===== src/sdc_pkg.sv =====
/*
 Constants and carrier types for the segment descriptor checker.
 Assumes one core clock; requests come from logic on that clock.
*/
package sdc_pkg;
   // Descriptor field positions
   localparam int SDC_LIML_LSB = 0;
   localparam int SDC_BASE_LSB = 16;
   localparam int SDC_ACC_LSB = 40;
   localparam int SDC_LIMH_LSB = 48;
   localparam int SDC_FREE_BIT = 52;
   localparam int SDC_G_BIT = 55;
   // Access byte bit positions
   localparam int SDC_A_P = 7;
   localparam int SDC_A_PRIV = 5;
   localparam int SDC_A_S = 4;
   localparam int SDC_A_E = 3;
   localparam int SDC_A_EDC = 2;
   localparam int SDC_A_WR = 1;
   localparam int SDC_A_ACC = 0;
   // Geometry
   localparam int SDC_PHYS_W = 24;
   localparam int SDC_VEC_CNT = 256;
   localparam logic [11:0] SDC_GRAN_FILL = 12'hfff;
   // Fault vectors
   localparam logic [7:0] SDC_VEC_NP = 8'h0b;
   localparam logic [7:0] SDC_VEC_GP = 8'h0d;
   // System type codes
   localparam logic [3:0] SDC_T_LTAB = 4'h2;
   localparam logic [3:0] SDC_T_TASKG = 4'h5;
   localparam logic [3:0] SDC_T_TSS = 4'h9;
   localparam logic [3:0] SDC_T_TSSB = 4'hb;
   localparam logic [3:0] SDC_T_CALLG = 4'hc;
   localparam logic [3:0] SDC_T_INTG = 4'he;
   localparam logic [3:0] SDC_T_TRAPG = 4'hf;
   // Register port
   localparam logic [3:0] SDC_REG_VLIM = 4'h0;
   localparam logic [3:0] SDC_REG_STAT = 4'h4;
   localparam logic [3:0] SDC_REG_FCNT = 4'h8;
   localparam logic [15:0] SDC_VLIM_RST = 16'h07ff;

   typedef enum logic [2:0] {
      SDC_RD = 3'h0, SDC_WR = 3'h1, SDC_EX = 3'h2, SDC_LOAD = 3'h3,
      SDC_TEST = 3'h4, SDC_VSW = 3'h5, SDC_VEXT = 3'h6, SDC_VEXC = 3'h7
   } sdc_kind_t;

   typedef struct packed {
      logic valid;
      sdc_kind_t kind;
      logic [1:0] current_privilege_level;
      logic [15:0] sel;
      logic [63:0] desc;
      logic [31:0] offset;
      logic [7:0] vector;
   } sdc_req_t;

   typedef struct packed {
      logic valid;
      logic ok;
      logic fault;
      logic [7:0] fault_vec;
      sdc_kind_t kind;
      logic [23:0] phys;
      logic [1:0] effective_privilege_level;
      logic tbl;
      logic [12:0] index;
      logic sys_known;
      logic acc_wr;
      logic [7:0] acc_byte;
   } sdc_rsp_t;
endpackage


===== src/sdc_check.sv =====
/*
 Segment descriptor and selector checker with vector table validation.
 Assumes the execution unit presents one request per cycle with the
 descriptor already fetched; the answer stands one cycle later.
*/
// Our own choices: the register offsets and the plain strobed port.
// Contract
// - Vector table has 256 entries; only task, interrupt, trap gates accepted.
// - Vector table is used for software, external and exception vectors.
// - Eight-byte descriptors: base, 20-bit limit, granularity, level, type.
// - Access byte bit 7 clear means any access raises fault 11; the code raises fault 13 instead when another check also fails.
// - Segment privilege level comes from access byte bits 6 to 5.
// - Access byte bit 4 set means code or data, clear means system.
// - Expand-up data segments allow offsets up to and including the limit.
// - Expand-down data segments allow only offsets above the limit.
// - Data segment bit 1 clear refuses writes.
// - Conforming code executes only when current level is at least segment's.
// - Code segment bit 1 clear refuses data reads.
// - Accessed bit set on segment register load or selector test.
// - Granularity bit picks byte or 4-Kbyte limit units.
// - Base bits 31 to 24 have no effect and never reach address pins.
// - Physical address is the linear address cut to the physical width.
// - System types 2, 5, 9, B, C, E, F are recognised.
// - Table indicator picks global or per-task table; index picks entry.
// - Requester level is selector bits 1:0, index is upper 13 bits.
// - Effective level is the larger of requester and segment levels.
// - First global table slot is the null selector, never valid.
`timescale 1ns/1ps
module sdc_check (
   // Clock and reset
   input wire logic mclk,
   input wire logic rst_n,
   // Check request and answer
   input wire sdc_pkg::sdc_req_t req,
   output sdc_pkg::sdc_rsp_t rsp,
   // Register port
   input wire logic [3:0] reg_addr,
   input wire logic [31:0] reg_wdata,
   input wire logic reg_wr,
   input wire logic reg_rd,
   output logic [31:0] reg_rdata
);
   function automatic logic [1:0] sdc_max2(
      input logic [1:0] a,
      input logic [1:0] b
   );
      return (a > b) ? a : b;
   endfunction

   logic [7:0] acc;
   logic [3:0] typ;
   logic [19:0] lim20;
   logic [31:0] eff_lim;
   logic [31:0] lin;
   logic [1:0] requester_privilege_level;
   logic [1:0] segment_privilege_level;
   logic [1:0] effective_privilege_level;
   logic lvl_low;
   logic is_vec;
   logic is_code;
   logic is_data;
   logic null_sel;
   logic not_pres;
   logic lim_bad;
   logic perm_bad;
   logic priv_bad;
   logic gp;
   logic [15:0] vlim;
   logic [15:0] fcnt;
   logic [7:0] last_vec;
   sdc_pkg::sdc_rsp_t next_rsp;
   logic [15:0] next_vlim;
   logic [15:0] next_fcnt;
   logic [7:0] next_last_vec;
   logic [31:0] next_rdata;

   always_comb begin
      acc = req.desc[sdc_pkg::SDC_ACC_LSB +: 8];
      typ = acc[3:0];
      lim20 = {req.desc[sdc_pkg::SDC_LIMH_LSB +: 4],
               req.desc[sdc_pkg::SDC_LIML_LSB +: 16]};
      eff_lim = req.desc[sdc_pkg::SDC_G_BIT] ?
                {lim20, sdc_pkg::SDC_GRAN_FILL} : {12'h000, lim20};
      // Upper base byte is dropped here so it cannot carry into the pins
      lin = {8'h00, req.desc[sdc_pkg::SDC_BASE_LSB +: 24]}
            + req.offset;
      requester_privilege_level = req.sel[1:0];
      segment_privilege_level = acc[sdc_pkg::SDC_A_PRIV +: 2];
      effective_privilege_level = sdc_max2(requester_privilege_level,
                                           segment_privilege_level);
      // Shared by read, write and load so the three level tests agree
      lvl_low = effective_privilege_level < req.current_privilege_level;
      is_vec = req.kind inside {sdc_pkg::SDC_VSW, sdc_pkg::SDC_VEXT,
                                sdc_pkg::SDC_VEXC};
      is_code = acc[sdc_pkg::SDC_A_S] & acc[sdc_pkg::SDC_A_E];
      is_data = acc[sdc_pkg::SDC_A_S] & ~acc[sdc_pkg::SDC_A_E];
      null_sel = ~req.sel[2] && (req.sel[15:3] == 13'h0000);
      not_pres = ~acc[sdc_pkg::SDC_A_P];
      if (is_data && acc[sdc_pkg::SDC_A_EDC]) begin
         lim_bad = req.offset <= eff_lim;
      end else begin
         lim_bad = req.offset > eff_lim;
      end
      perm_bad = 1'b0;
      priv_bad = 1'b0;
      case (req.kind)
         sdc_pkg::SDC_RD: begin
            perm_bad = ~acc[sdc_pkg::SDC_A_S] |
                       (is_code & ~acc[sdc_pkg::SDC_A_WR]);
            priv_bad = ~(is_code & acc[sdc_pkg::SDC_A_EDC]) & lvl_low;
         end
         sdc_pkg::SDC_WR: begin
            perm_bad = ~is_data | ~acc[sdc_pkg::SDC_A_WR];
            priv_bad = lvl_low;
         end
         sdc_pkg::SDC_EX: begin
            perm_bad = ~is_code;
            priv_bad = acc[sdc_pkg::SDC_A_EDC] ?
               (req.current_privilege_level < segment_privilege_level) :
               (req.current_privilege_level != segment_privilege_level);
         end
         sdc_pkg::SDC_LOAD: begin
            perm_bad = ~is_data & ~(is_code & acc[sdc_pkg::SDC_A_WR]);
            priv_bad = ~(is_code & acc[sdc_pkg::SDC_A_EDC]) & lvl_low;
         end
         sdc_pkg::SDC_TEST: begin
            perm_bad = 1'b0;
         end
         default: begin
            perm_bad = acc[sdc_pkg::SDC_A_S] |
               ~(typ inside {sdc_pkg::SDC_T_TASKG, sdc_pkg::SDC_T_INTG,
                             sdc_pkg::SDC_T_TRAPG}) |
               ({5'h00, req.vector, 3'h7} > vlim);
         end
      endcase
      gp = is_vec ? perm_bad
         : (null_sel | perm_bad | priv_bad |
            (lim_bad & (req.kind inside {sdc_pkg::SDC_RD,
               sdc_pkg::SDC_WR, sdc_pkg::SDC_EX})));
   end

   // Response: the check and the answer are one registered stage
   always_comb begin
      next_rsp = '0;
      next_rsp.valid = req.valid;
      next_rsp.kind = req.kind;
      next_rsp.effective_privilege_level = effective_privilege_level;
      next_rsp.tbl = req.sel[2];
      next_rsp.index = req.sel[15:3];
      next_rsp.sys_known = ~acc[sdc_pkg::SDC_A_S] &
         (typ inside {sdc_pkg::SDC_T_LTAB, sdc_pkg::SDC_T_TASKG,
                      sdc_pkg::SDC_T_TSS, sdc_pkg::SDC_T_TSSB,
                      sdc_pkg::SDC_T_CALLG, sdc_pkg::SDC_T_INTG,
                      sdc_pkg::SDC_T_TRAPG});
      if (req.valid) begin
         if (gp) begin
            next_rsp.fault = 1'b1;
            next_rsp.fault_vec = sdc_pkg::SDC_VEC_GP;
         end else if (not_pres) begin
            next_rsp.fault = 1'b1;
            next_rsp.fault_vec = sdc_pkg::SDC_VEC_NP;
         end else begin
            next_rsp.ok = 1'b1;
         end
      end
      // A refused access never shows an address, so no memory cycle starts
      if (next_rsp.ok && !is_vec) begin
         next_rsp.phys = lin[sdc_pkg::SDC_PHYS_W-1:0];
      end
      next_rsp.acc_wr = next_rsp.ok &
         (req.kind inside {sdc_pkg::SDC_LOAD, sdc_pkg::SDC_TEST});
      next_rsp.acc_byte = acc | 8'h01;
   end

   always_ff @(posedge mclk or negedge rst_n) begin
      if (!rst_n) begin
         rsp <= '0;
      end else begin
         rsp <= next_rsp;
      end
   end

   // Register file
   always_comb begin
      next_vlim = vlim;
      next_fcnt = fcnt;
      next_last_vec = last_vec;
      next_rdata = 32'h0000_0000;
      if (reg_wr && reg_addr == sdc_pkg::SDC_REG_VLIM) begin
         next_vlim = reg_wdata[15:0];
      end
      if (next_rsp.fault) begin
         next_fcnt = fcnt + 16'h0001;
         next_last_vec = next_rsp.fault_vec;
      end
      // Counter write wins only when no fault lands in that cycle
      if (reg_wr && reg_addr == sdc_pkg::SDC_REG_FCNT &&
          !next_rsp.fault) begin
         next_fcnt = reg_wdata[15:0];
      end
      if (reg_rd) begin
         case (reg_addr)
            sdc_pkg::SDC_REG_VLIM: next_rdata = {16'h0000, vlim};
            sdc_pkg::SDC_REG_STAT: next_rdata = {24'h00_0000, last_vec};
            sdc_pkg::SDC_REG_FCNT: next_rdata = {16'h0000, fcnt};
            default: next_rdata = 32'h0000_0000;
         endcase
      end
   end

   always_ff @(posedge mclk or negedge rst_n) begin
      if (!rst_n) begin
         vlim <= sdc_pkg::SDC_VLIM_RST;
         fcnt <= 16'h0000;
         last_vec <= 8'h00;
         reg_rdata <= 32'h0000_0000;
      end else begin
         vlim <= next_vlim;
         fcnt <= next_fcnt;
         last_vec <= next_last_vec;
         reg_rdata <= next_rdata;
      end
   end

   // Checks
   property p_np;
      @(posedge mclk) disable iff (!rst_n)
      req.valid && not_pres && !gp |=>
         rsp.fault && rsp.fault_vec == 8'h0b && !rsp.ok;
   endproperty
   a_np: assert property (p_np) else $error("not present missed");

   property p_wr;
      @(posedge mclk) disable iff (!rst_n)
      req.valid && req.kind == sdc_pkg::SDC_WR && !acc[1] |=>
         rsp.fault && rsp.fault_vec == 8'h0d;
   endproperty
   a_wr: assert property (p_wr) else $error("write allowed");

   property p_rd;
      @(posedge mclk) disable iff (!rst_n)
      req.valid && req.kind == sdc_pkg::SDC_RD && acc[4] && acc[3]
         && !acc[1] |=> rsp.fault;
   endproperty
   a_rd: assert property (p_rd) else $error("code read allowed");

   property p_up;
      @(posedge mclk) disable iff (!rst_n)
      req.valid && req.kind == sdc_pkg::SDC_RD && acc[4] && !acc[3]
         && !acc[2] && req.offset > eff_lim |=> !rsp.ok;
   endproperty
   a_up: assert property (p_up) else $error("over limit");

   property p_dn;
      @(posedge mclk) disable iff (!rst_n)
      req.valid && req.kind == sdc_pkg::SDC_RD && acc[4] && !acc[3]
         && acc[2] && req.offset <= eff_lim |=> !rsp.ok;
   endproperty
   a_dn: assert property (p_dn) else $error("expand down");

   property p_conf;
      @(posedge mclk) disable iff (!rst_n)
      req.valid && req.kind == sdc_pkg::SDC_EX && acc[2]
         && req.current_privilege_level < acc[6:5] |=> rsp.fault;
   endproperty
   a_conf: assert property (p_conf) else $error("conforming");

   property p_null;
      @(posedge mclk) disable iff (!rst_n)
      req.valid && !is_vec && req.sel[15:2] == 14'h0000 |=>
         rsp.fault && rsp.fault_vec == 8'h0d;
   endproperty
   a_null: assert property (p_null) else $error("null used");

   property p_phys;
      @(posedge mclk) disable iff (!rst_n)
      rsp.ok && !$past(is_vec) |->
         rsp.phys == $past(req.desc[39:16]) + $past(req.offset[23:0]);
   endproperty
   a_phys: assert property (p_phys) else $error("bad address");

   property p_abort;
      @(posedge mclk) disable iff (!rst_n)
      rsp.fault |-> rsp.phys == 24'h00_0000 && !rsp.acc_wr;
   endproperty
   a_abort: assert property (p_abort) else $error("not aborted");

   property p_acc;
      @(posedge mclk) disable iff (!rst_n)
      req.valid && req.kind == sdc_pkg::SDC_TEST && !null_sel
         && !not_pres |=> rsp.acc_wr && rsp.acc_byte[0];
   endproperty
   a_acc: assert property (p_acc) else $error("accessed");

   property p_eff_lvl;
      @(posedge mclk) disable iff (!rst_n)
      req.valid |=> rsp.effective_privilege_level ==
         (($past(req.sel[1:0]) > $past(req.desc[46:45])) ?
          $past(req.sel[1:0]) : $past(req.desc[46:45]));
   endproperty
   a_eff_lvl: assert property (p_eff_lvl) else $error("bad level");

   property p_gate;
      @(posedge mclk) disable iff (!rst_n)
      req.valid && is_vec && (acc[4] || typ == 4'h9) |=>
         rsp.fault && rsp.fault_vec == 8'h0d;
   endproperty
   a_gate: assert property (p_gate) else $error("bad gate");
endmodule


===== config.mk =====
export PLATFORM = sky130hd
export DESIGN_NAME = sdc_check
export DESIGN_NICKNAME = d
export VERILOG_FILES = /design/src/sdc_pkg.sv /design/src/sdc_check.sv
export SDC_FILE = /design/constraint.sdc
export NUM_CORES = 1
export LEC_CHECK = 0
export BUFFER_PORTS_ARGS = -buffer_cell sky130_fd_sc_hd__buf_2
export CAP_MARGIN = 10
export CORE_MARGIN = 2
export CORE_UTILIZATION = 45
export DETAILED_ROUTE_END_ITERATION = 8
export PLACE_DENSITY_LB_ADDON = 0.3
export RECOVER_POWER = 100
export SYNTH_ARGS = -nofsm -noshare
export SYNTH_HDL_FRONTEND = slang
export SYNTH_SLANG_ARGS = --single-unit

===== constraint.sdc =====
create_clock -name mclk -period 3 [get_ports mclk]
set_input_delay 0.75 -clock mclk [delete_from_list [all_inputs] [get_ports mclk]]
set_output_delay 0.75 -clock mclk [all_outputs]
set_load 0.005 [all_outputs]

# Word level (Yosys, flattened, before mapping)
# Cells that the tools add are included.
# totals
ff_bits	136
inputBits	166
output_inout_bits	96
wordCells	102
# op_classes
addsub	2
magnitude_cmp	6
n_eq_ne	17
muxes	17
n_bitwise	26
n_reduce_logical	18
# op_table
operator	count
$mux 16	3
$pmux 16 s3	1
$gt 32x32->1	1
$le 32x32->1	1
$mux 32	1
$add 24x24->24	1
$eq 4x4->1 const B	6
$mux 24	1
$mux 9	2
$add 16x1->16 const B	1
$gt 11x16->1	1
$logic_not 13->1	1
$eq 3x3->1 const B	4
$and 1x1->1	10
$mux 10	1
$not 1->1	9
$reduce_bool 3->1	3
$eq 4x3->1 const B	2
$or 1x1->1	7
$reduce_bool 7->1	1
$eq 3x2->1 const B	2
$logic_and 1x1->1	6
$mux 1	5
$pmux 1 s5	1
12 further kinds	15

# Longest topological paths before layout
# Gate-level depths: netlist of the first run.
# logic_depth
word_depth	15
mapped_depth	14
depth_no_buf	13

# Worst setup path before layout of the first run
# No wires, ideal clock.
# synth_path
path_kind	input-to-reg
start	in req[95] (netlist bit)
end	reg fcnt[11]
setup_ns	0.128
arrival_time_ns	3.825
required_ns	2.872
setup_slack_ns	-0.953
cell_stages	14
path_buffers	3
cell_sequence	clkbuf_1 -> clkbuf_1 -> mux2i_1 -> ha_1 -> nand4_1 -> inv_1 -> a221o_1 -> o311a_1 -> o21ba_2 -> o41ai_4 -> inv_2 -> buf_6 -> a221oi_1 -> o2bb2ai_1
# synth_via
elab_chain_cells	11
word_cells_on_any_way	13
cone_classes	order compare (2); mux (6); bitwise (2); reduce/logical (3)
# synth_rtl
element	line_no	source
start, declared	sdc_check.sv:34	input wire sdc_pkg::sdc_req_t req,
$mux 32 *	sdc_check.sv:82	eff_lim = req.desc[sdc_pkg::SDC_G_BIT] ?
$gt 32x32->1 / $le 32x32->1 (equally long branches)	sdc_check.sv:102, sdc_check.sv:100	
$mux 1 *	sdc_check.sv:99	if (is_data && acc[sdc_pkg::SDC_A_EDC]) begin
$and 1x1->1 *	sdc_check.sv:138	(lim_bad & (req.kind inside {sdc_pkg::SDC_RD,
$or 1x1->1 *	sdc_check.sv:137	: (null_sel | perm_bad | priv_bad |
$mux 1 *	sdc_check.sv:136	gp = is_vec ? perm_bad
$mux 9 *	sdc_check.sv:156	if (gp) begin
$mux 10 *	sdc_check.sv:155	if (req.valid) begin
$logic_not 1->1	sdc_check.sv:198	!next_rsp.fault) begin
$logic_and 1x1->1	sdc_check.sv:197	if (reg_wr && reg_addr == sdc_pkg::SDC_REG_FCNT &&
$mux 16 / $reduce_bool 2->1 (equally long branches)	-	
end signal, assigned	sdc_check.sv:219	fcnt <= next_fcnt;
end, declared	sdc_check.sv:69	logic [15:0] fcnt;
# Mark *: on every way between the ends. The rest lies on a longest branch, timed or not.
# A chain may end at the register's enable or synchronous reset.

# Worst setup path in the final report of the first run
# layout_path
start	in req[95] (netlist bit)
end	reg fcnt[4]
# Same word-level chain as after synthesis.

==> impl_metrics.toml, run 1 <==
[sta]
fmax_ghz = 0.304
finalSetupViolCount = 46
min_period_ns = 3.29
period_share = 1.10
skew_ns = 0.0101
slew_viol_final = 44
max_slew_margin = -0.490
hold_violations = 0
rsz0062_at_grt = "yes"
hold_ws_ns = 0.477
setup_ws_ns = -0.291
tns_ns = -7.73
worst_pin_slew_ns = 2.23

[floorplanning]
fp.dieArea_mm2 = 0.0160
row_count = 44
start_util = 0.464
fp.coreArea_mm2 = 0.0146
io_pins = 262
die_w_um = 127
die_height_um = 127

[route]
wl_per_cell_um = 15.9
antenna_left = 0
drtIter0Drc = 264
via_per_inst = 5.42
firstDrtPassIters = 5
drc = 0
vias = 6497
wl_um = 19000

[clock_tree]
cts_root_buf = "clkbuf_16"
clkLatencyLatePin_ns = 0.34
cts_hold_buf = 0
cts_buffers = 9
clk_pin_slew_ns = 0.07
cts.sink_count = 109
cts_tree = "built"
htreeDepth = 3
cts_max_path_buffers = 2

[layout]
final_nets = 1246
area_growth_pct = 40.9
drive_gt1_frac = 0.377
finalInstanceArea_mm2 = 0.00953
n_antenna_cell = 0
final_util = 0.653

[placed_design]
portBuffers = 214
gp_congestion = 0.899
postPlaceCellArea_mm2 = 0.00869
dpl.hpwl_um = 14800

[power_and_ir_drop]
power_density_mw_per_mm2 = 457
clkPwrFrac = 0.283
p_leak_nw = 4.59
swShare = 0.316
max-vdd-ir-drop_v = 0.000339
p_sw_mw = 1.38
power.share.sequential = 0.418
p_int_mw = 2.98
combPwrFrac = 0.299

[setup_path]
slowest_stage = "nor3_4"
critical_path_class = "primary input to flop"
crit_required_ns = 3.23
arrival_ns = 3.52
end_kind = "flop"
crit_buf_inv = 7
cp_common_cell = "buf_12"
start_kind = "primary input"
rrSetupSlack_ns = -0.17
critPathTopFamily = "buffers and inverters"
slowest_delay_ns = 0.35
crit_chain = "buf_12, buf_12, buf_12, mux2i_2, ha_1, nand4_1, nor4_2, buf_4, nand2_4, o31a_1, nor3_4, o41ai_4, buf_6, inv_6, buf_4, a22oi_2, o221a_2"
critPathMaxFanout = 8

[synth]
synth_area_per_cell_um2 = 9.66
synthArstFlopShare = 1.00
synth_warnings = 0
synth_edf_count = 0
ys_seq_elements = 109
synth_cells = 700
netlist_area_mm2 = 0.00676
yosysSeqAreaShare = 0.405
synthFlopType = "dfrtp_1"
synthDistinctLibCells = 68

[grt]
grt_usage = 0.230
grt_pass1_wl_um = 29800
grt_overflow_total = 0
grt_pass1_vias = 6351
antenna_found_initial = 0
grt_start_max_net_pins = 49

[status]
violations = "max-capacitance violations, max-slew violations, negative setup slack"
run_status = "complete, but fails checks"

[job]
max-cap-violations = 1

[worst_hold_path]
hold_class = "flop to flop"
## power by group through the flow
| stage | Combinational (mW) | Clock (mW) | Sequential (mW) |
|---|---|---|---|
| final | 1.30 | 1.23 | 1.82 |
| after global routing | 1.45 | 1.31 | 1.84 |
| after CTS | 1.27 | 1.26 | 1.82 |
| after detailed placement | 1.19 | 0 | 1.84 |
| after global placement | 1.17 | 0 | 1.84 |
| after floorplan | 0.747 | 0 | 1.79 |
## cells by family (layout without fill, tap and decap cells)
logic type / Yosys count / after routing / synth area share
and+or+nand+nor: 246 / 246 / 0.176
xor gates and xnor gates: 14 / 14 / 0.0181
DFF: 109 / 109 / 0.405
buffers and inverters: 76 / 371 / 0.0566
AOI/OAI and AO/OA: 154 / 154 / 0.166
muxes: 28 / 28 / 0.0450
adders and majority gates: 71 / 71 / 0.132
other: 2 / 21 / 0.00111
## registers in the layout, summed over array words and instances, names as in the netlist
name,count
rsp,58
last_vec,3
fcnt,16
vlim,16
reg_rdata,16
## cells in the mapped netlist, types with 13 or more instances
cell type | number | share of area
mux2_2 | 19 | 0.032
dfrtp_1 | 98 | 0.36
nand4_1 | 16 | 0.015
clkbuf_1 | 13 | 0.0072
a21oi_1 | 32 | 0.024
inv_1 | 33 | 0.018
ha_1 | 70 | 0.13
nor2_1 | 74 | 0.041
o21ai_0 | 23 | 0.017
nand3_1 | 25 | 0.018
buf_4 | 23 | 0.026
nand2_1 | 57 | 0.032
a22oi_1 | 16 | 0.018
nor3_1 | 15 | 0.011
## through the flow
step | worst slack (ns) | power, mW | std cells
4_1_cts | -0.254 | 4.34 | 1195
2_1_floorplan | -0.431 | 2.54 | 719
5_1_grt | -0.368 | 4.60 | 1198
6_report | -0.291 | 4.36 | 1198
3_5_place_dp | -0.804 | 3.03 | 1168
3_3_place_gp | -0.747 | 3.00 | 1168
## path summary, 6_finish.rpt
| path | startpoint | end | cells after the start |
|---|---|---|---|
| worst max-delay path | req[95] | fcnt[4]$_DFFE_PN0P_ | 17 |
| worst min-delay path | last_vec[0]$_DFFE_PN0P_ | last_vec[0]$_DFFE_PN0P_ | 1 |
| worst max register to register | vlim[9]$_DFFE_PN1P_ | rsp[34]$_DFF_PN0_ | 13 |
| worst min register to register | last_vec[0]$_DFFE_PN0P_ | last_vec[0]$_DFFE_PN0P_ | 1 |
| max in group asynchronous | rst_n | fcnt[0]$_DFFE_PN0P_ | 2 |
| min in group asynchronous | rst_n | reg_rdata[6]$_DFF_PN0_ | 1 |
## cell usage in the layout, fill, tap and decap left out, types with 24 or more instances in the layout
cell and n:
a21oi_1 28, dfrtp_1 98, ha_1 65, nand3_1 24, nand2_1 51, buf_4 78, buf_2 166, inv_1 32
clkbuf_1 54, nor2_1 57
## layout make-up
class	count	area, µm²
multi-input combinational	534	4090
tap	184	230
sequential	109	2740
inverter	34	133
clock buffer	10	239
clock inverter	6	76.3
fill	1214	5060
timing repair buffer	321	2020
## repair_timing
action | in CTS | in global routing
pin swaps | 36 | 22
gates resized for setup | 63 | 33
buffers inserted | 7 | 5
endpoints found under the setup margin | 47 | 47
cloned | 4 | 1
## per-layer routing
layer	wire length, µm	GRT usage	vias up	part of all wire
met5	0	0	-	0
met4	603	0.0931	0	0.032
met3	1380	0.0464	44	0.072
met2	9150	0.398	279	0.48
met1	7900	0.281	3036	0.42
li1	-	-	3138	-
(Power assumes the default switching activity.)
==> inputs of run 2 (changes only) <==
--- a/config.mk
+++ b/config.mk
@@ -8,10 +8,12 @@
 export BUFFER_PORTS_ARGS = -buffer_cell sky130_fd_sc_hd__buf_2
 export CAP_MARGIN = 10
 export CORE_MARGIN = 2
-export CORE_UTILIZATION = 45
+export CORE_UTILIZATION = 46
+export CTS_BUF_LIST = sky130_fd_sc_hd__clkbuf_8
 export DETAILED_ROUTE_END_ITERATION = 8
 export PLACE_DENSITY_LB_ADDON = 0.3
 export RECOVER_POWER = 100
+export SLEW_MARGIN = 20
 export SYNTH_ARGS = -nofsm -noshare
 export SYNTH_HDL_FRONTEND = slang
 export SYNTH_SLANG_ARGS = --single-unit
==> run 2 against run 1 <==
The flow finishes with violations (negative setup slack). Sequential cell count unchanged. Clock skew rose by 0.0079 ns. Highest routed layer unchanged. Sequential share of layout area is 0.86 points higher. Wire length rose by 4.7%. Register-to-register slack improved by 0.10 ns. Final cell count up 0.67%. Largest power group unchanged. Maximum frequency decreased by 0.74%. Global-route usage up 1.1 points. Setup slack got worse by 0.024 ns. Die area is 2.1% lower. Via count down 0.15%.
==> impl_metrics.toml, run 2 (synthesized netlist as in run 1, its figures left out) <==
[setup_path]
start_kind = "primary input"
slowest_stage = "o31a_1"
arrival_ns = 3.58
critPathMaxFanout = 10
critical_path_class = "primary input to flop"
r2r-end = "fcnt[10]$_DFFE_PN0P_"
critPathTopFamily = "compound AO/OA/AOI/OAI gates"
rr_worst_depth = 12
crit_buf_inv = 4
slowest_delay_ns = 0.34
crit_required_ns = 3.27
cp.depth = 14
end_kind = "flop"
crit_end = "fcnt[6]$_DFFE_PN0P_"
rrSetupSlack_ns = -0.07
cp-startpoint = "req[95]"
crit_chain = "buf_16, buf_8, mux2i_1, ha_1, a21oi_1, o21ai_0, a21o_1, o31a_1, o21ba_4, buf_4, o311ai_4, buf_12, a22oi_1, o221a_2"
r2r-start = "vlim[6]$_DFFE_PN1P_"

[power_and_ir_drop]
combPwrFrac = 0.325
p_leak_nw = 4.54
p_sw_mw = 1.36
p_int_mw = 2.64
clkPwrFrac = 0.219
power_density_mw_per_mm2 = 433
swShare = 0.341
power.share.sequential = 0.456
max-vdd-ir-drop_v = 0.000245

[grt]
grt_pass1_wl_um = 30500
antenna_found_initial = 0
grt_overflow_total = 0
grt_pass1_vias = 6264
grt_start_max_net_pins = 49
grt_usage = 0.241

[route]
via_per_inst = 5.38
vias = 6487
wl_per_cell_um = 16.5
firstDrtPassIters = 5
drtIter0Drc = 370
drc = 0
antenna_left = 0
wl_um = 19900

[clock_tree]
clk_pin_slew_ns = 0.11
cts.sink_count = 109
cts_root_buf = "clkbuf_8"
cts_tree = "built"
clkLatencyLatePin_ns = 0.38
cts_buffers = 9
cts_hold_buf = 0
htreeDepth = 3
cts_max_path_buffers = 2

[layout]
n_antenna_cell = 0
area_growth_pct = 36.8
largest_reg_flops = 58
final_util = 0.641
final_nets = 1254
layout_commonest_cell = "buf_2"
mostFrequentLayoutCells = "buf_2, dfrtp_1, buf_4"
drive_gt1_frac = 0.366
fillCellCount = 1223
regMostFlops = "rsp"

[sta]
rsz0062_at_grt = "yes"
hold_violations = 0
max_slew_margin = 0.182
worst_pin_slew_ns = 1.23
min_period_ns = 3.32
setup_ws_ns = -0.316
finalSetupViolCount = 46
hold_ws_ns = 0.484
skew_ns = 0.0180
slew_viol_final = 0
period_share = 1.11
fmax_ghz = 0.302

[floorplanning]
io_pins = 262
fp.coreArea_mm2 = 0.0144
die_height_um = 125
die_w_um = 125
row_count = 44
start_util = 0.469
fp.dieArea_mm2 = 0.0157

[placed_design]
dpl.hpwl_um = 15400
portBuffers = 214
gp_congestion = 0.869

[status]
violations = "negative setup slack"
run_status = "complete, but fails checks"

[worst_hold_path]
hold-path-cell-count = 1
hold_class = "primary input to flop"

[job]
max-cap-violations = 0
-- run 2: changes by cell type in the layout (fill, tap and decap cells not counted), moves of 5 or more --
cell / delta
nor2_1: +10
clkbuf_8: +9
buf_12: -5
buf_6: -6
nor2_4: -12
clkbuf_16: -10
nor3_1: +5
buf_4: +14
-- run 2: through the flow --
step / setup slack (ns) / instance area [µm²] / TNS (ns) / cells / power [mW]
6_report: -0.316 / 9250 / -8.37 / 1206 / 4.00
5_1_grt: -0.467 / 9250 / -16.66 / 1206 / 4.26
4_1_cts: -0.201 / 9170 / -3.15 / 1205 / 3.97
3_5_place_dp: -0.971 / 8740 / -36.21 / 1179 / 3.06
3_3_place_gp: -0.876 / 8740 / -34.13 / 1179 / 3.02
2_1_floorplan: -0.431 / 6910 / -13.48 / 719 / 2.54
-- run 2: how the worst min path moves through the flow --
stage	start	end	slack [ns]
after global routing	req[107]	rsp[10]$_DFF_PN0_	0.46
final	req[108]	rsp[11]$_DFF_PN0_	0.48
after CTS	rst_n	reg_rdata[0]$_DFF_PN0_	0.38
after global placement	last_vec[0]$_DFFE_PN0P_	last_vec[0]$_DFFE_PN0P_	0.46
after floorplan	last_vec[0]$_DFFE_PN0P_	last_vec[0]$_DFFE_PN0P_	0.44
after detailed placement	last_vec[0]$_DFFE_PN0P_	last_vec[0]$_DFFE_PN0P_	0.47
-- run 2: timing repair --
action,in CTS,in global routing
endpoints found under the setup margin,47,46
buffers inserted,8,4
cloned,2,0
gates resized for setup,27,35
endpoints found under the hold margin,0,0
pin swaps,22,24
-- run 2: cell type report --
class                   count  area (µm²)  share of cell area
repair buffers            329        1980               0.214
inverters                  34         133              0.0143
flip-flops and latches    109        2740               0.296
clock inverters             6        58.8             0.00636
multi-input cells         534        3970               0.429
well taps                 184         230              0.0249
clock buffers              10         138              0.0149
-- run 2: worst register-to-register path: stages (launching register included) --
cell and delay, ns:
dfstp_2 0.56, inv_1 0.06, ha_1 0.17, or4_1 0.52, a21oi_1 0.14, o2bb2ai_1 0.15, o211ai_1 0.18, o21a_1 0.18
o41ai_4 0.29, buf_6 0.17, buf_4 0.16, o2bb2ai_1 0.07, a221o_1 0.29
-- run 2: layer usage --
metal,GRT usage,up-vias,share of wire
li1,-,3133,-
met1,0.300,3039,0.42
met2,0.423,280,0.48
met3,0.0484,35,0.075
met4,0.0732,0,0.024
met5,0,-,0
-- run 2: power by group through the flow --
stage | Sequential [mW] | Clock, mW | Combinational, mW
after CTS | 1.82 | 0.893 | 1.27
final | 1.82 | 0.877 | 1.30
after global routing | 1.84 | 0.972 | 1.45
after global placement | 1.84 | 0 | 1.19
after detailed placement | 1.84 | 0 | 1.21
after floorplan | 1.79 | 0 | 0.747
==> inputs of run 3 (changes only) <==
--- a/config.mk
+++ b/config.mk
@@ -7,9 +7,10 @@
 export LEC_CHECK = 0
 export BUFFER_PORTS_ARGS = -buffer_cell sky130_fd_sc_hd__buf_2
 export CAP_MARGIN = 10
+export CELL_PAD_IN_SITES_DETAIL_PLACEMENT = 1
+export CELL_PAD_IN_SITES_GLOBAL_PLACEMENT = 1
 export CORE_MARGIN = 2
-export CORE_UTILIZATION = 46
-export CTS_BUF_LIST = sky130_fd_sc_hd__clkbuf_8
+export CORE_UTILIZATION = 33
 export DETAILED_ROUTE_END_ITERATION = 8
 export PLACE_DENSITY_LB_ADDON = 0.3
 export RECOVER_POWER = 100
==> run 3 against run 2 <==
The run still ends with negative setup slack left. Sequential cell count unchanged. First-iteration DRC count down 16%. Wire length up 18%. Global-route usage down 4.0 points. Critical endpoint is now fcnt[10]$_DFFE_PN0P_. Highest routed layer is now met5.
==> impl_metrics.toml, run 3 (synthesized netlist as in run 1, its figures left out) <==
[sta]
min_period_ns = 3.45
setup_ws_ns = -0.448
hold_violations = 0
finalSetupViolCount = 47
slew_viol_final = 0
max_slew_margin = 0.469
skew_ns = 0.0117
worst_pin_slew_ns = 0.795
tns_ns = -12.46
rsz0062_at_grt = "yes"
fmax_ghz = 0.290
period_share = 1.15

[floorplanning]
die_w_um = 147
row_count = 52
fp.coreArea_mm2 = 0.0202
die_height_um = 147
fp.dieArea_mm2 = 0.0217
start_util = 0.335
io_pins = 262

[clock_tree]
clkLatencyLatePin_ns = 0.35
cts.sink_count = 109
cts_tree = "built"
cts_root_buf = "clkbuf_16"
htreeDepth = 3
clk_pin_slew_ns = 0.07
cts_max_path_buffers = 2
cts_hold_buf = 0
cts_buffers = 9

[layout]
n_antenna_cell = 0
regMostFlops = "rsp"
drive_gt1_frac = 0.440
layout_commonest_cell = "buf_2"
area_growth_pct = 46.6
largest_reg_flops = 58
final_nets = 1270
instances_no_fill = 1308
final_util = 0.492
mostFrequentLayoutCells = "buf_2, buf_4, dfrtp_1"

[grt]
grt_pass1_vias = 6834
grt_start_max_net_pins = 110
grt_pass1_wl_um = 34700
grt_overflow_total = 0
antenna_found_initial = 3
grt_usage = 0.201

[setup_path]
crit_required_ns = 3.22
critical_path_class = "primary input to flop"
start_kind = "primary input"
critPathMaxFanout = 10
arrival_ns = 3.67
end_kind = "flop"

[route]
via_per_inst = 5.08
drtIter0Drc = 311
antenna_left = 0
wl_um = 23600
firstDrtPassIters = 5
vias = 6643
drc = 0
wl_per_cell_um = 18.0

[placed_design]
portBuffers = 214
dpl.hpwl_um = 17500
dpl.cell_count = 1272
gp_congestion = 0.867

[job]
max-cap-violations = 0

[power_and_ir_drop]
power_density_mw_per_mm2 = 454
max-vdd-ir-drop_v = 0.000245
p_leak_nw = 4.88

[status]
run_status = "complete, but fails checks"
violations = "negative setup slack"

[worst_hold_path]
hold_class = "primary input to asynchronous set/reset pin"
==> run 3: critical path, cell delays in order <==
cell and delay (ns):
buf_12 0.12, buf_12 0.13, buf_8 0.13, nor2_2 0.16
ha_4 0.16, nand4_1 0.20, or2_1 0.30, a211oi_2 0.26
o311a_4 0.26, o21ba_4 0.20, buf_6 0.11, o311ai_4 0.10
buf_12 0.17, buf_4 0.16, o2bb2ai_1 0.12, a221o_1 0.30
==> run 3: final cells by class <==
type                    instances  area, µm²
flip-flops and latches        109       2740
clock inverters                 6       76.3
fillers                      2361      10300
well taps                     270        338
repair buffers                344       2260
inverters                      34        133
repair inverters                1       7.51
clock buffers                  10        239
multi-input cells             534       4120
==> run 3: metal layers <==
metal / share of wire / up-vias / track usage
met5: 0.00068 / - / 0
met4: 0.013 / 2 / 0.0462
met3: 0.053 / 23 / 0.0401
met2: 0.51 / 217 / 0.360
met1: 0.42 / 3225 / 0.251
li1: - / 3176 / -
==> run 3: worst paths after layout <==
kind	depth (start not counted)	slack [ns]	end	start
worst max-delay path	16	-0.45	fcnt[10]$_DFFE_PN0P_	req[95]
worst min-delay path	2	0.47	reg_rdata[6]$_DFF_PN0_	rst_n
worst max register to register	12	-0.11	fcnt[5]$_DFFE_PN0P_	vlim[7]$_DFFE_PN1P_
worst min register to register	2	0.49	last_vec[2]$_DFFE_PN0P_	last_vec[2]$_DFFE_PN0P_
max in group asynchronous	2	2.10	rsp[37]$_DFF_PN0_	rst_n
min in group mclk	2	0.49	last_vec[2]$_DFFE_PN0P_	last_vec[2]$_DFFE_PN0P_
==> run 3: stage by stage <==
stage	hold WS (ns)	total power [mW]	instance area (µm²)	worst slack (ns)
floorplan	0.436	2.54	6910	-0.431
global placement	0.464	3.07	8920	-1.00
detailed placement	0.475	3.11	8920	-0.955
CTS	0.491	4.45	9610	-0.368
global route	0.505	4.77	9920	-0.503
finish	0.465	4.51	9920	-0.448
==> run 3: timing repair <==
action / CTS / global route
gates cloned: 4 / 1
setup buffers: 9 / 7
setup endpoints to repair: 48 / 48
gates resized for setup: 49 / 61
pin swaps: 32 / 19
==> run 3: power by group <==
| part | leakage, nW | switching, mW | internal, mW |
|---|---|---|---|
| sequential | 1.36 | 0.173 | 1.66 |
| clock | 0.156 | 0.574 | 0.686 |
| combinational | 3.37 | 0.726 | 0.687 |
| total | 4.88 | 1.47 | 3.03 |
